[src/inc/acr_cfg.svh]
// constants for the converter clock and reference mode control block
// assumes a 25 mhz system clock and an axi4-lite register master
//
// Overview of operation
// mode 01: internal clock, start pin times acquisition
// mode 11: serial clock converts, host keeps <=4.8MHz
// modes 00/10 internal timing; pin role by mode
// wake delays count internal ticks in 00/01/10
// ref 00: shut after scan, wake 218 cycles
// ref 10 default, same shutdown, 218 wake
// ref 01/11 analog only: no internal reference
// temperature forces reference on, waits 244 cycles
// mode 11 temperature wake: 244 serial clocks
// mode 11 temperature ready 188 clocks later
// mode 11 ref 00: shut, rewake 218 clocks
// ref 00/10 pin is analog 6, else reference
// host starts scan by command or pin pulse
// clock mode bits 5:4, reference bits 3:2
// upper clock mode bit resets to one
`ifndef ACR_CFG_SVH
`define ACR_CFG_SVH

// register byte addresses
`define ACR_ADDR_SETUP   8'h00
`define ACR_ADDR_CONV    8'h04
`define ACR_ADDR_STATUS  8'h08

// setup field positions and reset value
`define ACR_CLK_HI       5
`define ACR_CLK_LO       4
`define ACR_REF_HI       3
`define ACR_REF_LO       2
`define ACR_CLK_RESET    2'h2
`define ACR_REF_RESET    2'h2

// conversion command field
`define ACR_CONV_TEMP    0

// axi responses
`define ACR_RESP_OKAY    2'h0
`define ACR_RESP_SLVERR  2'h2

// wake and latency counts in conversion clock ticks
`define ACR_WAKE_AIN     8'hda
`define ACR_WAKE_TEMP    8'hf4
`define ACR_TEMP_LAT     8'hbc

// timing
`define ACR_ACLK_KHZ     25000
`define ACR_SCLK_MAX_KHZ 4800
`define ACR_SCLK_MIN_GAP 4'(`ACR_ACLK_KHZ / `ACR_SCLK_MAX_KHZ)
`define ACR_ICLK_DIV     4'h3

`endif

[src/inc/acr_pkg.sv]
// types shared by the clock and reference mode control block
// assumes acr_cfg.svh is on the include path
`default_nettype none

package acr_pkg;

  // scan sequencer states
  typedef enum logic [1:0] {ACR_IDLE, ACR_WAKE, ACR_TLAT, ACR_CONV} acr_seq_e;

  // register selected by an address
  typedef enum logic [1:0] {ACR_R_SETUP, ACR_R_CONV, ACR_R_STATUS,
                            ACR_R_NONE} acr_reg_e;

  // axi4-lite master to slave
  typedef struct packed {
    logic        awvalid;
    logic [7:0]  awaddr;
    logic        wvalid;
    logic [31:0] wdata;
    logic [3:0]  wstrb;
    logic        bready;
    logic        arvalid;
    logic [7:0]  araddr;
    logic        rready;
  } acr_axi_req_s;

  // axi4-lite slave to master
  typedef struct packed {
    logic        awready;
    logic        wready;
    logic        bvalid;
    logic [1:0]  bresp;
    logic        arready;
    logic        rvalid;
    logic [31:0] rdata;
    logic [1:0]  rresp;
  } acr_axi_rsp_s;

  // controls toward the converter core and pin muxes
  typedef struct packed {
    logic ref_enable;
    logic ext_conv_clk;
    logic acq_by_pin;
    logic acq_by_sclk;
    logic pin7_is_start;
    logic adc_ext_ref_pin_is_analog_in_6;
    logic conv_go;
    logic temp_ready;
    logic busy;
  } acr_ctl_s;

endpackage

`default_nettype wire

[src/hw/acr_sync.sv]
// two flip-flop synchroniser for one asynchronous level
// assumes the input may change at any time relative to aclk
`default_nettype none

module acr_sync
  import acr_pkg::*;
(
  input  wire logic aclk,
  input  wire logic aresetn,
  input  wire logic ce,
  input  wire logic d,
  output logic      q
);

  typedef struct packed {
    logic s1;
    logic s2;
  } acr_sync_st_s;

  acr_sync_st_s st;
  acr_sync_st_s next_st;

  // shift the level through two stages
  always_comb
  begin
    next_st.s1 = d;
    next_st.s2 = st.s1;
  end

  always_ff @(posedge aclk)
  begin
    if (!aresetn)
      st <= '0;
    else if (ce)
      st <= next_st;
  end

  assign q = st.s2;

endmodule

`default_nettype wire

[src/hw/acr_wake_timer.sv]
// down counter for reference wake and temperature latency delays
// assumes tick is a one-cycle pulse per conversion clock period
`default_nettype none

module acr_wake_timer
  import acr_pkg::*;
(
  input  wire logic       aclk,
  input  wire logic       aresetn,
  input  wire logic       ce,
  input  wire logic       load,
  input  wire logic [7:0] load_val,
  input  wire logic       tick,
  output logic            done
);

  typedef struct packed {
    logic       busy;
    logic [7:0] cnt;
    logic       done;
  } acr_tmr_st_s;

  acr_tmr_st_s st;
  acr_tmr_st_s next_st;

  // load, then count ticks down and pulse done on the last one
  always_comb
  begin
    next_st = st;
    next_st.done = 1'b0;
    if (load)
    begin
      next_st.busy = 1'b1;
      next_st.cnt = load_val;
    end
    else if (st.busy && tick)
    begin
      next_st.cnt = st.cnt - 8'h01;
      if (st.cnt == 8'h01)
      begin
        next_st.busy = 1'b0;
        next_st.done = 1'b1;
      end
    end
  end

  always_ff @(posedge aclk)
  begin
    if (!aresetn)
      st <= '0;
    else if (ce)
      st <= next_st;
  end

  assign done = st.done;

endmodule

`default_nettype wire

[src/hw/acr_top.sv]
// clock mode and reference mode control with axi4-lite registers
// assumes a converter core that pulses scan_done and pins that are
// asynchronous to aclk (start pin, host serial clock)
//
// The implementer's own choices: the placing of the registers and the AXI4-Lite register port.
`default_nettype none
`include "acr_cfg.svh"

module acr_top
  import acr_pkg::*;
(
  input  wire logic          aclk,
  input  wire logic          aresetn,
  input  wire logic          ce,
  input  wire acr_axi_req_s  axi_req,
  output acr_axi_rsp_s       axi_rsp,
  input  wire logic          conv_start_pin_n,
  input  wire logic          sclk,
  input  wire logic          scan_done,
  output acr_ctl_s           ctl
);

  ////////////////////////////////////////////////////////////////////
  // state

  typedef struct packed {
    logic        aw_got;
    logic [7:0]  aw_addr;
    logic        w_got;
    logic [31:0] w_data;
    logic        w_lane0;
    logic        bvalid;
    logic [1:0]  bresp;
    logic        rvalid;
    logic [31:0] rdata;
    logic [1:0]  rresp;
    logic [1:0]  clock_mode;
    logic [1:0]  ref_mode;
    logic        temp_req;
    logic        ref_on;
    logic        tmr_temp;
    acr_seq_e    seq;
    logic        conv_go;
    logic        temp_ready;
    logic        sclk_fast;
    logic [3:0]  sclk_gap;
    logic [3:0]  div;
    logic        start_prev;
    logic        sclk_prev;
  } acr_top_st_s;

  acr_top_st_s st;
  acr_top_st_s next_st;

  logic       start_s;
  logic       sclk_s;
  logic       tick;
  logic       tmr_load;
  logic [7:0] tmr_val;
  logic       tmr_done;

  ////////////////////////////////////////////////////////////////////
  // helpers

  // map a byte address onto a register
  function automatic acr_reg_e reg_sel(input logic [7:0] addr);
    if (addr == `ACR_ADDR_SETUP)
      reg_sel = ACR_R_SETUP;
    else if (addr == `ACR_ADDR_CONV)
      reg_sel = ACR_R_CONV;
    else if (addr == `ACR_ADDR_STATUS)
      reg_sel = ACR_R_STATUS;
    else
      reg_sel = ACR_R_NONE;
  endfunction

  // setup register image, clock mode in 5:4 and reference in 3:2
  function automatic logic [31:0] setup_word(input logic [1:0] ck,
                                             input logic [1:0] rf);
    setup_word = 32'h0000_0000;
    setup_word[`ACR_CLK_HI:`ACR_CLK_LO] = ck;
    setup_word[`ACR_REF_HI:`ACR_REF_LO] = rf;
  endfunction

  ////////////////////////////////////////////////////////////////////
  // pin synchronisers and delay timer

  // start pin and serial clock come from outside the aclk domain
  acr_sync u_sync_start (
    .aclk    (aclk),
    .aresetn (aresetn),
    .ce      (ce),
    .d       (conv_start_pin_n),
    .q       (start_s)
  );

  acr_sync u_sync_sclk (
    .aclk    (aclk),
    .aresetn (aresetn),
    .ce      (ce),
    .d       (sclk),
    .q       (sclk_s)
  );

  acr_wake_timer u_timer (
    .aclk     (aclk),
    .aresetn  (aresetn),
    .ce       (ce),
    .load     (tmr_load),
    .load_val (tmr_val),
    .tick     (tick),
    .done     (tmr_done)
  );

  ////////////////////////////////////////////////////////////////////
  // conversion clock tick selection

  // mode 11 counts host serial clock edges, others the internal clock
  always_comb
  begin
    if (st.clock_mode == 2'h3)
      tick = sclk_s && !st.sclk_prev;
    else
      tick = (st.div == 4'h0);
  end

  ////////////////////////////////////////////////////////////////////
  // next state

  always_comb
  begin
    logic     start_req;
    logic     need_ref;
    logic     fall;
    logic     sclk_rise;
    acr_reg_e wsel;
    acr_reg_e rsel;

    start_req = 1'b0;
    need_ref = 1'b0;
    fall = 1'b0;
    sclk_rise = 1'b0;
    wsel = ACR_R_NONE;
    rsel = ACR_R_NONE;
    next_st = st;
    next_st.conv_go = 1'b0;
    next_st.temp_ready = 1'b0;
    tmr_load = 1'b0;
    tmr_val = `ACR_WAKE_AIN;

    // edge detection on synchronised pins
    fall = st.start_prev && !start_s;
    sclk_rise = sclk_s && !st.sclk_prev;
    next_st.start_prev = start_s;
    next_st.sclk_prev = sclk_s;

    // internal conversion clock divider
    if (st.div == 4'h0)
      next_st.div = `ACR_ICLK_DIV;
    else
      next_st.div = st.div - 4'h1;

    // write address and data are taken in either order
    if (axi_req.awvalid && !st.aw_got && !st.bvalid)
    begin
      next_st.aw_got = 1'b1;
      next_st.aw_addr = axi_req.awaddr;
    end
    if (axi_req.wvalid && !st.w_got && !st.bvalid)
    begin
      next_st.w_got = 1'b1;
      next_st.w_data = axi_req.wdata;
      next_st.w_lane0 = axi_req.wstrb[0];
    end

    // perform the write once both halves are held
    if (st.aw_got && st.w_got)
    begin
      next_st.aw_got = 1'b0;
      next_st.w_got = 1'b0;
      next_st.bvalid = 1'b1;
      next_st.bresp = `ACR_RESP_OKAY;
      wsel = reg_sel(st.aw_addr);
      if (wsel == ACR_R_SETUP)
      begin
        if (st.w_lane0)
        begin
          next_st.clock_mode =
            st.w_data[`ACR_CLK_HI:`ACR_CLK_LO];
          next_st.ref_mode =
            st.w_data[`ACR_REF_HI:`ACR_REF_LO];
          next_st.sclk_fast = 1'b0;
        end
      end
      else if (wsel == ACR_R_CONV)
      begin
        if (st.w_lane0 && st.seq == ACR_IDLE)
        begin
          next_st.temp_req = st.w_data[`ACR_CONV_TEMP];
          // command start only in modes 10 and 11
          start_req = st.clock_mode[1];
        end
      end
      else
        next_st.bresp = `ACR_RESP_SLVERR;
    end
    if (st.bvalid && axi_req.bready)
      next_st.bvalid = 1'b0;

    // serial clock period watch, flags a clock faster than allowed;
    // placed after the setup write so a fresh hit beats the clear
    if (sclk_rise)
    begin
      next_st.sclk_gap = 4'h0;
      if (st.clock_mode == 2'h3 && st.seq != ACR_IDLE &&
          st.sclk_gap < `ACR_SCLK_MIN_GAP - 4'h1)
        next_st.sclk_fast = 1'b1;
    end
    else if (st.sclk_gap != 4'hf)
      next_st.sclk_gap = st.sclk_gap + 4'h1;

    // reads answer one cycle after the address is taken
    if (axi_req.arvalid && !st.rvalid)
    begin
      next_st.rvalid = 1'b1;
      next_st.rresp = `ACR_RESP_OKAY;
      next_st.rdata = 32'h0000_0000;
      rsel = reg_sel(axi_req.araddr);
      if (rsel == ACR_R_SETUP)
        next_st.rdata = setup_word(st.clock_mode, st.ref_mode);
      else if (rsel == ACR_R_CONV)
        next_st.rdata[`ACR_CONV_TEMP] = st.temp_req;
      else if (rsel == ACR_R_STATUS)
        next_st.rdata[7:0] = {st.seq, st.sclk_fast, st.ref_on,
                              ~st.ref_mode[0], ~st.clock_mode[1],
                              st.clock_mode == 2'h3,
                              st.seq != ACR_IDLE};
      else
        next_st.rresp = `ACR_RESP_SLVERR;
    end
    else if (st.rvalid && axi_req.rready)
      next_st.rvalid = 1'b0;

    // pin start only in modes 00 and 01
    if (fall && !st.clock_mode[1] && st.seq == ACR_IDLE)
      start_req = 1'b1;

    // analog channels use the internal reference in ref 00 and 10 only
    need_ref = next_st.temp_req || !st.ref_mode[0];

    // scan sequencer
    case (st.seq)
      ACR_IDLE:
      begin
        if (start_req)
        begin
          if (need_ref && !st.ref_on)
          begin
            next_st.ref_on = 1'b1;
            next_st.seq = ACR_WAKE;
            next_st.tmr_temp = next_st.temp_req;
            tmr_load = 1'b1;
            if (next_st.temp_req)
              tmr_val = `ACR_WAKE_TEMP;
            else
              tmr_val = `ACR_WAKE_AIN;
          end
          else
          begin
            next_st.conv_go = 1'b1;
            next_st.seq = ACR_CONV;
          end
        end
      end
      ACR_WAKE:
      begin
        if (tmr_done)
        begin
          if (st.tmr_temp && st.clock_mode == 2'h3)
          begin
            next_st.seq = ACR_TLAT;
            tmr_load = 1'b1;
            tmr_val = `ACR_TEMP_LAT;
          end
          else
          begin
            next_st.conv_go = 1'b1;
            next_st.temp_ready = st.tmr_temp;
            next_st.seq = ACR_CONV;
          end
        end
      end
      ACR_TLAT:
      begin
        if (tmr_done)
        begin
          next_st.temp_ready = 1'b1;
          next_st.conv_go = 1'b1;
          next_st.seq = ACR_CONV;
        end
      end
      ACR_CONV:
      begin
        if (scan_done)
        begin
          next_st.ref_on = 1'b0;
          next_st.seq = ACR_IDLE;
        end
      end
      default:
        next_st.seq = ACR_IDLE;
    endcase
  end

  ////////////////////////////////////////////////////////////////////
  // state register

  always_ff @(posedge aclk)
  begin
    if (!aresetn)
    begin
      st <= '0;
      st.clock_mode <= `ACR_CLK_RESET;
      st.ref_mode <= `ACR_REF_RESET;
      st.div <= `ACR_ICLK_DIV;
      st.start_prev <= 1'b0; // same as synchroniser reset, no false edge
      st.sclk_gap <= 4'hf;
      st.seq <= ACR_IDLE;
    end
    else if (ce)
      st <= next_st;
  end

  ////////////////////////////////////////////////////////////////////
  // bus answers

  // ready terms are combinational, data and responses from flops
  always_comb
  begin
    axi_rsp.awready = !st.aw_got && !st.bvalid;
    axi_rsp.wready = !st.w_got && !st.bvalid;
    axi_rsp.bvalid = st.bvalid;
    axi_rsp.bresp = st.bresp;
    axi_rsp.arready = !st.rvalid;
    axi_rsp.rvalid = st.rvalid;
    axi_rsp.rdata = st.rdata;
    axi_rsp.rresp = st.rresp;
  end

  ////////////////////////////////////////////////////////////////////
  // converter controls

  always_comb
  begin
    ctl.ref_enable = st.ref_on;
    ctl.ext_conv_clk = (st.clock_mode == 2'h3);
    ctl.acq_by_pin = (st.clock_mode == 2'h1);
    ctl.acq_by_sclk = (st.clock_mode == 2'h3);
    ctl.pin7_is_start = !st.clock_mode[1];
    ctl.adc_ext_ref_pin_is_analog_in_6 = !st.ref_mode[0];
    ctl.conv_go = st.conv_go;
    ctl.temp_ready = st.temp_ready;
    ctl.busy = (st.seq != ACR_IDLE);
  end

endmodule

`default_nettype wire

[config.mk]
export PLATFORM = sky130hd
export DESIGN_NAME = acr_top
export DESIGN_NICKNAME = d
export VERILOG_FILES = /design/src/inc/acr_pkg.sv /design/src/hw/acr_sync.sv /design/src/hw/acr_wake_timer.sv /design/src/hw/acr_top.sv
export VERILOG_INCLUDE_DIRS = /design/src /design/src/inc
export SDC_FILE = /design/constraint.sdc
export NUM_CORES = 1
export LEC_CHECK = 0
export BUFFER_PORTS_ARGS = -buffer_cell sky130_fd_sc_hd__buf_4
export CELL_PAD_IN_SITES_DETAIL_PLACEMENT = 1
export CELL_PAD_IN_SITES_GLOBAL_PLACEMENT = 1
export CORE_ASPECT_RATIO = 0.75
export CORE_UTILIZATION = 37
export CTS_CLUSTER_SIZE = 30
export DETAILED_ROUTE_END_ITERATION = 8
export PLACE_DENSITY = 0.81
export SLEW_MARGIN = 0
export SYNTH_ARGS = -nofsm -noshare
export SYNTH_HDL_FRONTEND = slang
export SYNTH_HIERARCHICAL = 1
export SYNTH_SLANG_ARGS = --single-unit
[constraint.sdc]
create_clock -name aclk -period 3.3 [get_ports aclk]
set_input_delay 0.33 -clock aclk [delete_from_list [all_inputs] [get_ports aclk]]
set_output_delay 0.33 -clock aclk [all_outputs]
set_load 0.01 [all_outputs]
==> flow_summary.toml <==
[global_routing]
first_global_vias = 3108
grt.total_usage = 0.2072
antenna_found_initial = 0
grt_first_pass_wirelength_mm = 15.66
grt_max_degree = 52
grt_overflow_total = 0

[logic_synthesis]
ys_ff_latch = 64
ys_seq_area_frac = 0.3711
synth_edf_count = 0
synth_area_um2 = 3452
yosysWarnings = 6
synthFlopType = "dfxtp_1"
netlist_instances = 412
yosysUniqueCellTypes = 59
avgSynthCellArea_um2 = 8.379
async_flop_share = 0

[sta]
hold_viol_final = 0
fmax_ghz = 0.3527
finClkSkew_ns = 0.006272
worstMarginPinSlew_ns = 0.8381
period_share = 0.8592
setup_viol = 0
rsz0062_at_grt = "no"
maxSlewHeadroom = 0.4378
fin_crit_ns = 2.835
report.final.slew_viol_count = 0
tns_ns = 0

[critical_path]
cpPeakStageDelay_ns = 0.37
required_ns = 3.52
cp-end-kind = "register"
critPathLaunchType = "register"
rrSetupSlack_ns = 0.46
worstPathCellList = "inv_1 -> ha_1 -> and4_1 -> and3_1 -> mux2i_1 -> a221o_1 -> nand2_1 -> buf_4 -> o21ai_0 -> nor2_1 -> o211a_1"
slowest_stage = "o21ai_0"
r2r_start = "st[13]"
crit_path_start = "st[13]"
critPathArrivalTime_ns = 3.06
path_class = "reg -> reg"
worstPathMaxFanout = 9

[floorplan]
die_area_um2 = 9724
start_util = 0.3816
fp.dieW_um = 113.5
design.core.area_um2 = 9046
io_pins = 113
placementRows = 30
die_h_um = 85.65

[final_layout]
final_common_cell = "dfxtp_1"
layout.nets = 526
diodes = 0
area_growth_pct = 18.67
final_cell_mix = "dfxtp_1 (64), buf_4 (62), nor2_1 (44)"
drive_gt1_frac = 0.1921

[outcome]
status = "finished, final reports clean"

[route]
viasPerCell = 5.164
drt_iter0_drc = 168
vias = 3026
drc = 0
routedWlPerCell_um = 16.07
ant_nets = 0
routed_wl_mm = 9.418
firstDrtPassIters = 4

[clock_network]
htreeDepth = 3
clock_sinks = 64
cts_tree = "done"
postCtsSetupBuffers = 0
cts_max_path_buffers = 2
cts-buffers-inserted = 9
root_buffer = "clkbuf_16"
ctsHoldBuffers = 0
path_clk_slew_ns = 0.05
cts_resized = 0
clkLatencyLatePin_ns = 0.33

[power]
leakage_nw = 1.718
p_per_area_nw_per_um2 = 477.9
total_power_w = 0.001958
vdd_ir_drop_max_mv = 0.1996

[placement]
portBuffers = 56
place.gp.congestion = 0.8206
dp_hpwl_mm = 6.787

[min_path]
hold_start = "axi_req[10]"
hp-class = "in -> reg"

[flow_run]
maxCapViolCount = 0
## cell usage after synthesis, types with 3 or more instances
cell       n  area share
dfxtp_1   64        0.37
nor2_1    44       0.048
buf_4     42       0.091
nand2_1   40       0.043
mux2i_1   26       0.075
a21oi_1   21       0.030
o21ai_0   19       0.028
inv_1     15       0.016
nand3_1   14       0.020
clkbuf_1  13       0.014
nor2b_1   11       0.020
ha_1       9       0.033
nor3_1     8       0.012
a21boi_0   5       0.011
nand2b_1   5      0.0091
a222oi_1   4       0.012
a22oi_1    4      0.0087
o211ai_1   4      0.0087
a221oi_1   3      0.0076
a31oi_1    3      0.0054
and2_1     3      0.0054
nand4_1    3      0.0054
nor4_1     3      0.0054
o21a_1     3      0.0065
o221ai_1   3      0.0076
or4_4      3      0.0098
## final timing paths
kind,to,cells past startpoint
worst max-delay path,u_timer/st[3],11
worst min-delay path,axi_rsp[38],2
worst max register to register,u_timer/st[3],11
worst min register to register,st[19],2
## final cells by class
class	count	area, um^2
clock inverters	4	45.04
flip-flops and latches	64	1281
repair buffers	62	465.4
multi-input cells	301	1842
well taps	128	160.2
clock buffers	11	242.7
fillers	1093	4950
inverters	16	60.06
## stage by stage
step	area [um^2]	std cells	utilization	worst slack [ns]	hold WS (ns)
final	4096	586	0.4528	0.4647	0.2076
after global routing	4096	586	0.4528	0.1674	0.2152
after CTS	4096	586	0.4528	0.4480	0.2058
after detailed placement	3809	571	0.4210	0.5015	0.4664
after global placement	3809	571	0.4210	0.5803	0.4600
after floorplan	3553	439	-	0.8754	0.4426
## worst max-delay path, delay by kind of cell, from the launching register on
family	cells	cell delay (ns)
buffers and inverters	2	0.34
AOI/OAI and AO/OA	3	0.81
muxes	1	0.31
adders and majority gates	1	0.20
and+or+nand+nor	4	0.71
DFF	1	0.36
## flip-flops by register name, summed over array words and instances (netlist names)
name                  flops
u_sync_sclk/next_st       1
u_sync_sclk/q             1
st                       35
u_sync_start/next_st      1
u_sync_start/q            1
u_timer/done              1
axi_rsp                  12
ctl                       3
u_timer/st                9
## per-layer routing
metal / share of wire / track usage / up-vias
met3: 0.064 / 0.05371 / 10
met1: 0.44 / 0.2625 / 1457
met2: 0.48 / 0.3509 / 103
met4: 0.012 / 0.05383 / 0
li1: - / - / 1456
met5: 0 / 0 / -
## cell families (layout without fill, tap and decap cells)
logic type,Yosys count,count (layout),share of synthesized area
buffers and inverters,74,93,0.1265
and+or+nand+nor,157,157,0.2414
other,2,29,0.002176
DFF,64,64,0.3711
adders and majority gates,9,9,0.03262
AOI/OAI and AO/OA,80,80,0.1508
muxes,26,26,0.07539
## where the power goes
group / total, W / internal [W] / switching, W
Sequential: 0.000828 / 0.000802 / 0.0000264
Clock: 0.000925 / 0.000596 / 0.000329
Combinational: 0.000204 / 0.0000886 / 0.000116
Total: 0.00196 / 0.00149 / 0.000471
No activity file was read; power rests on OpenSTA's default activity.
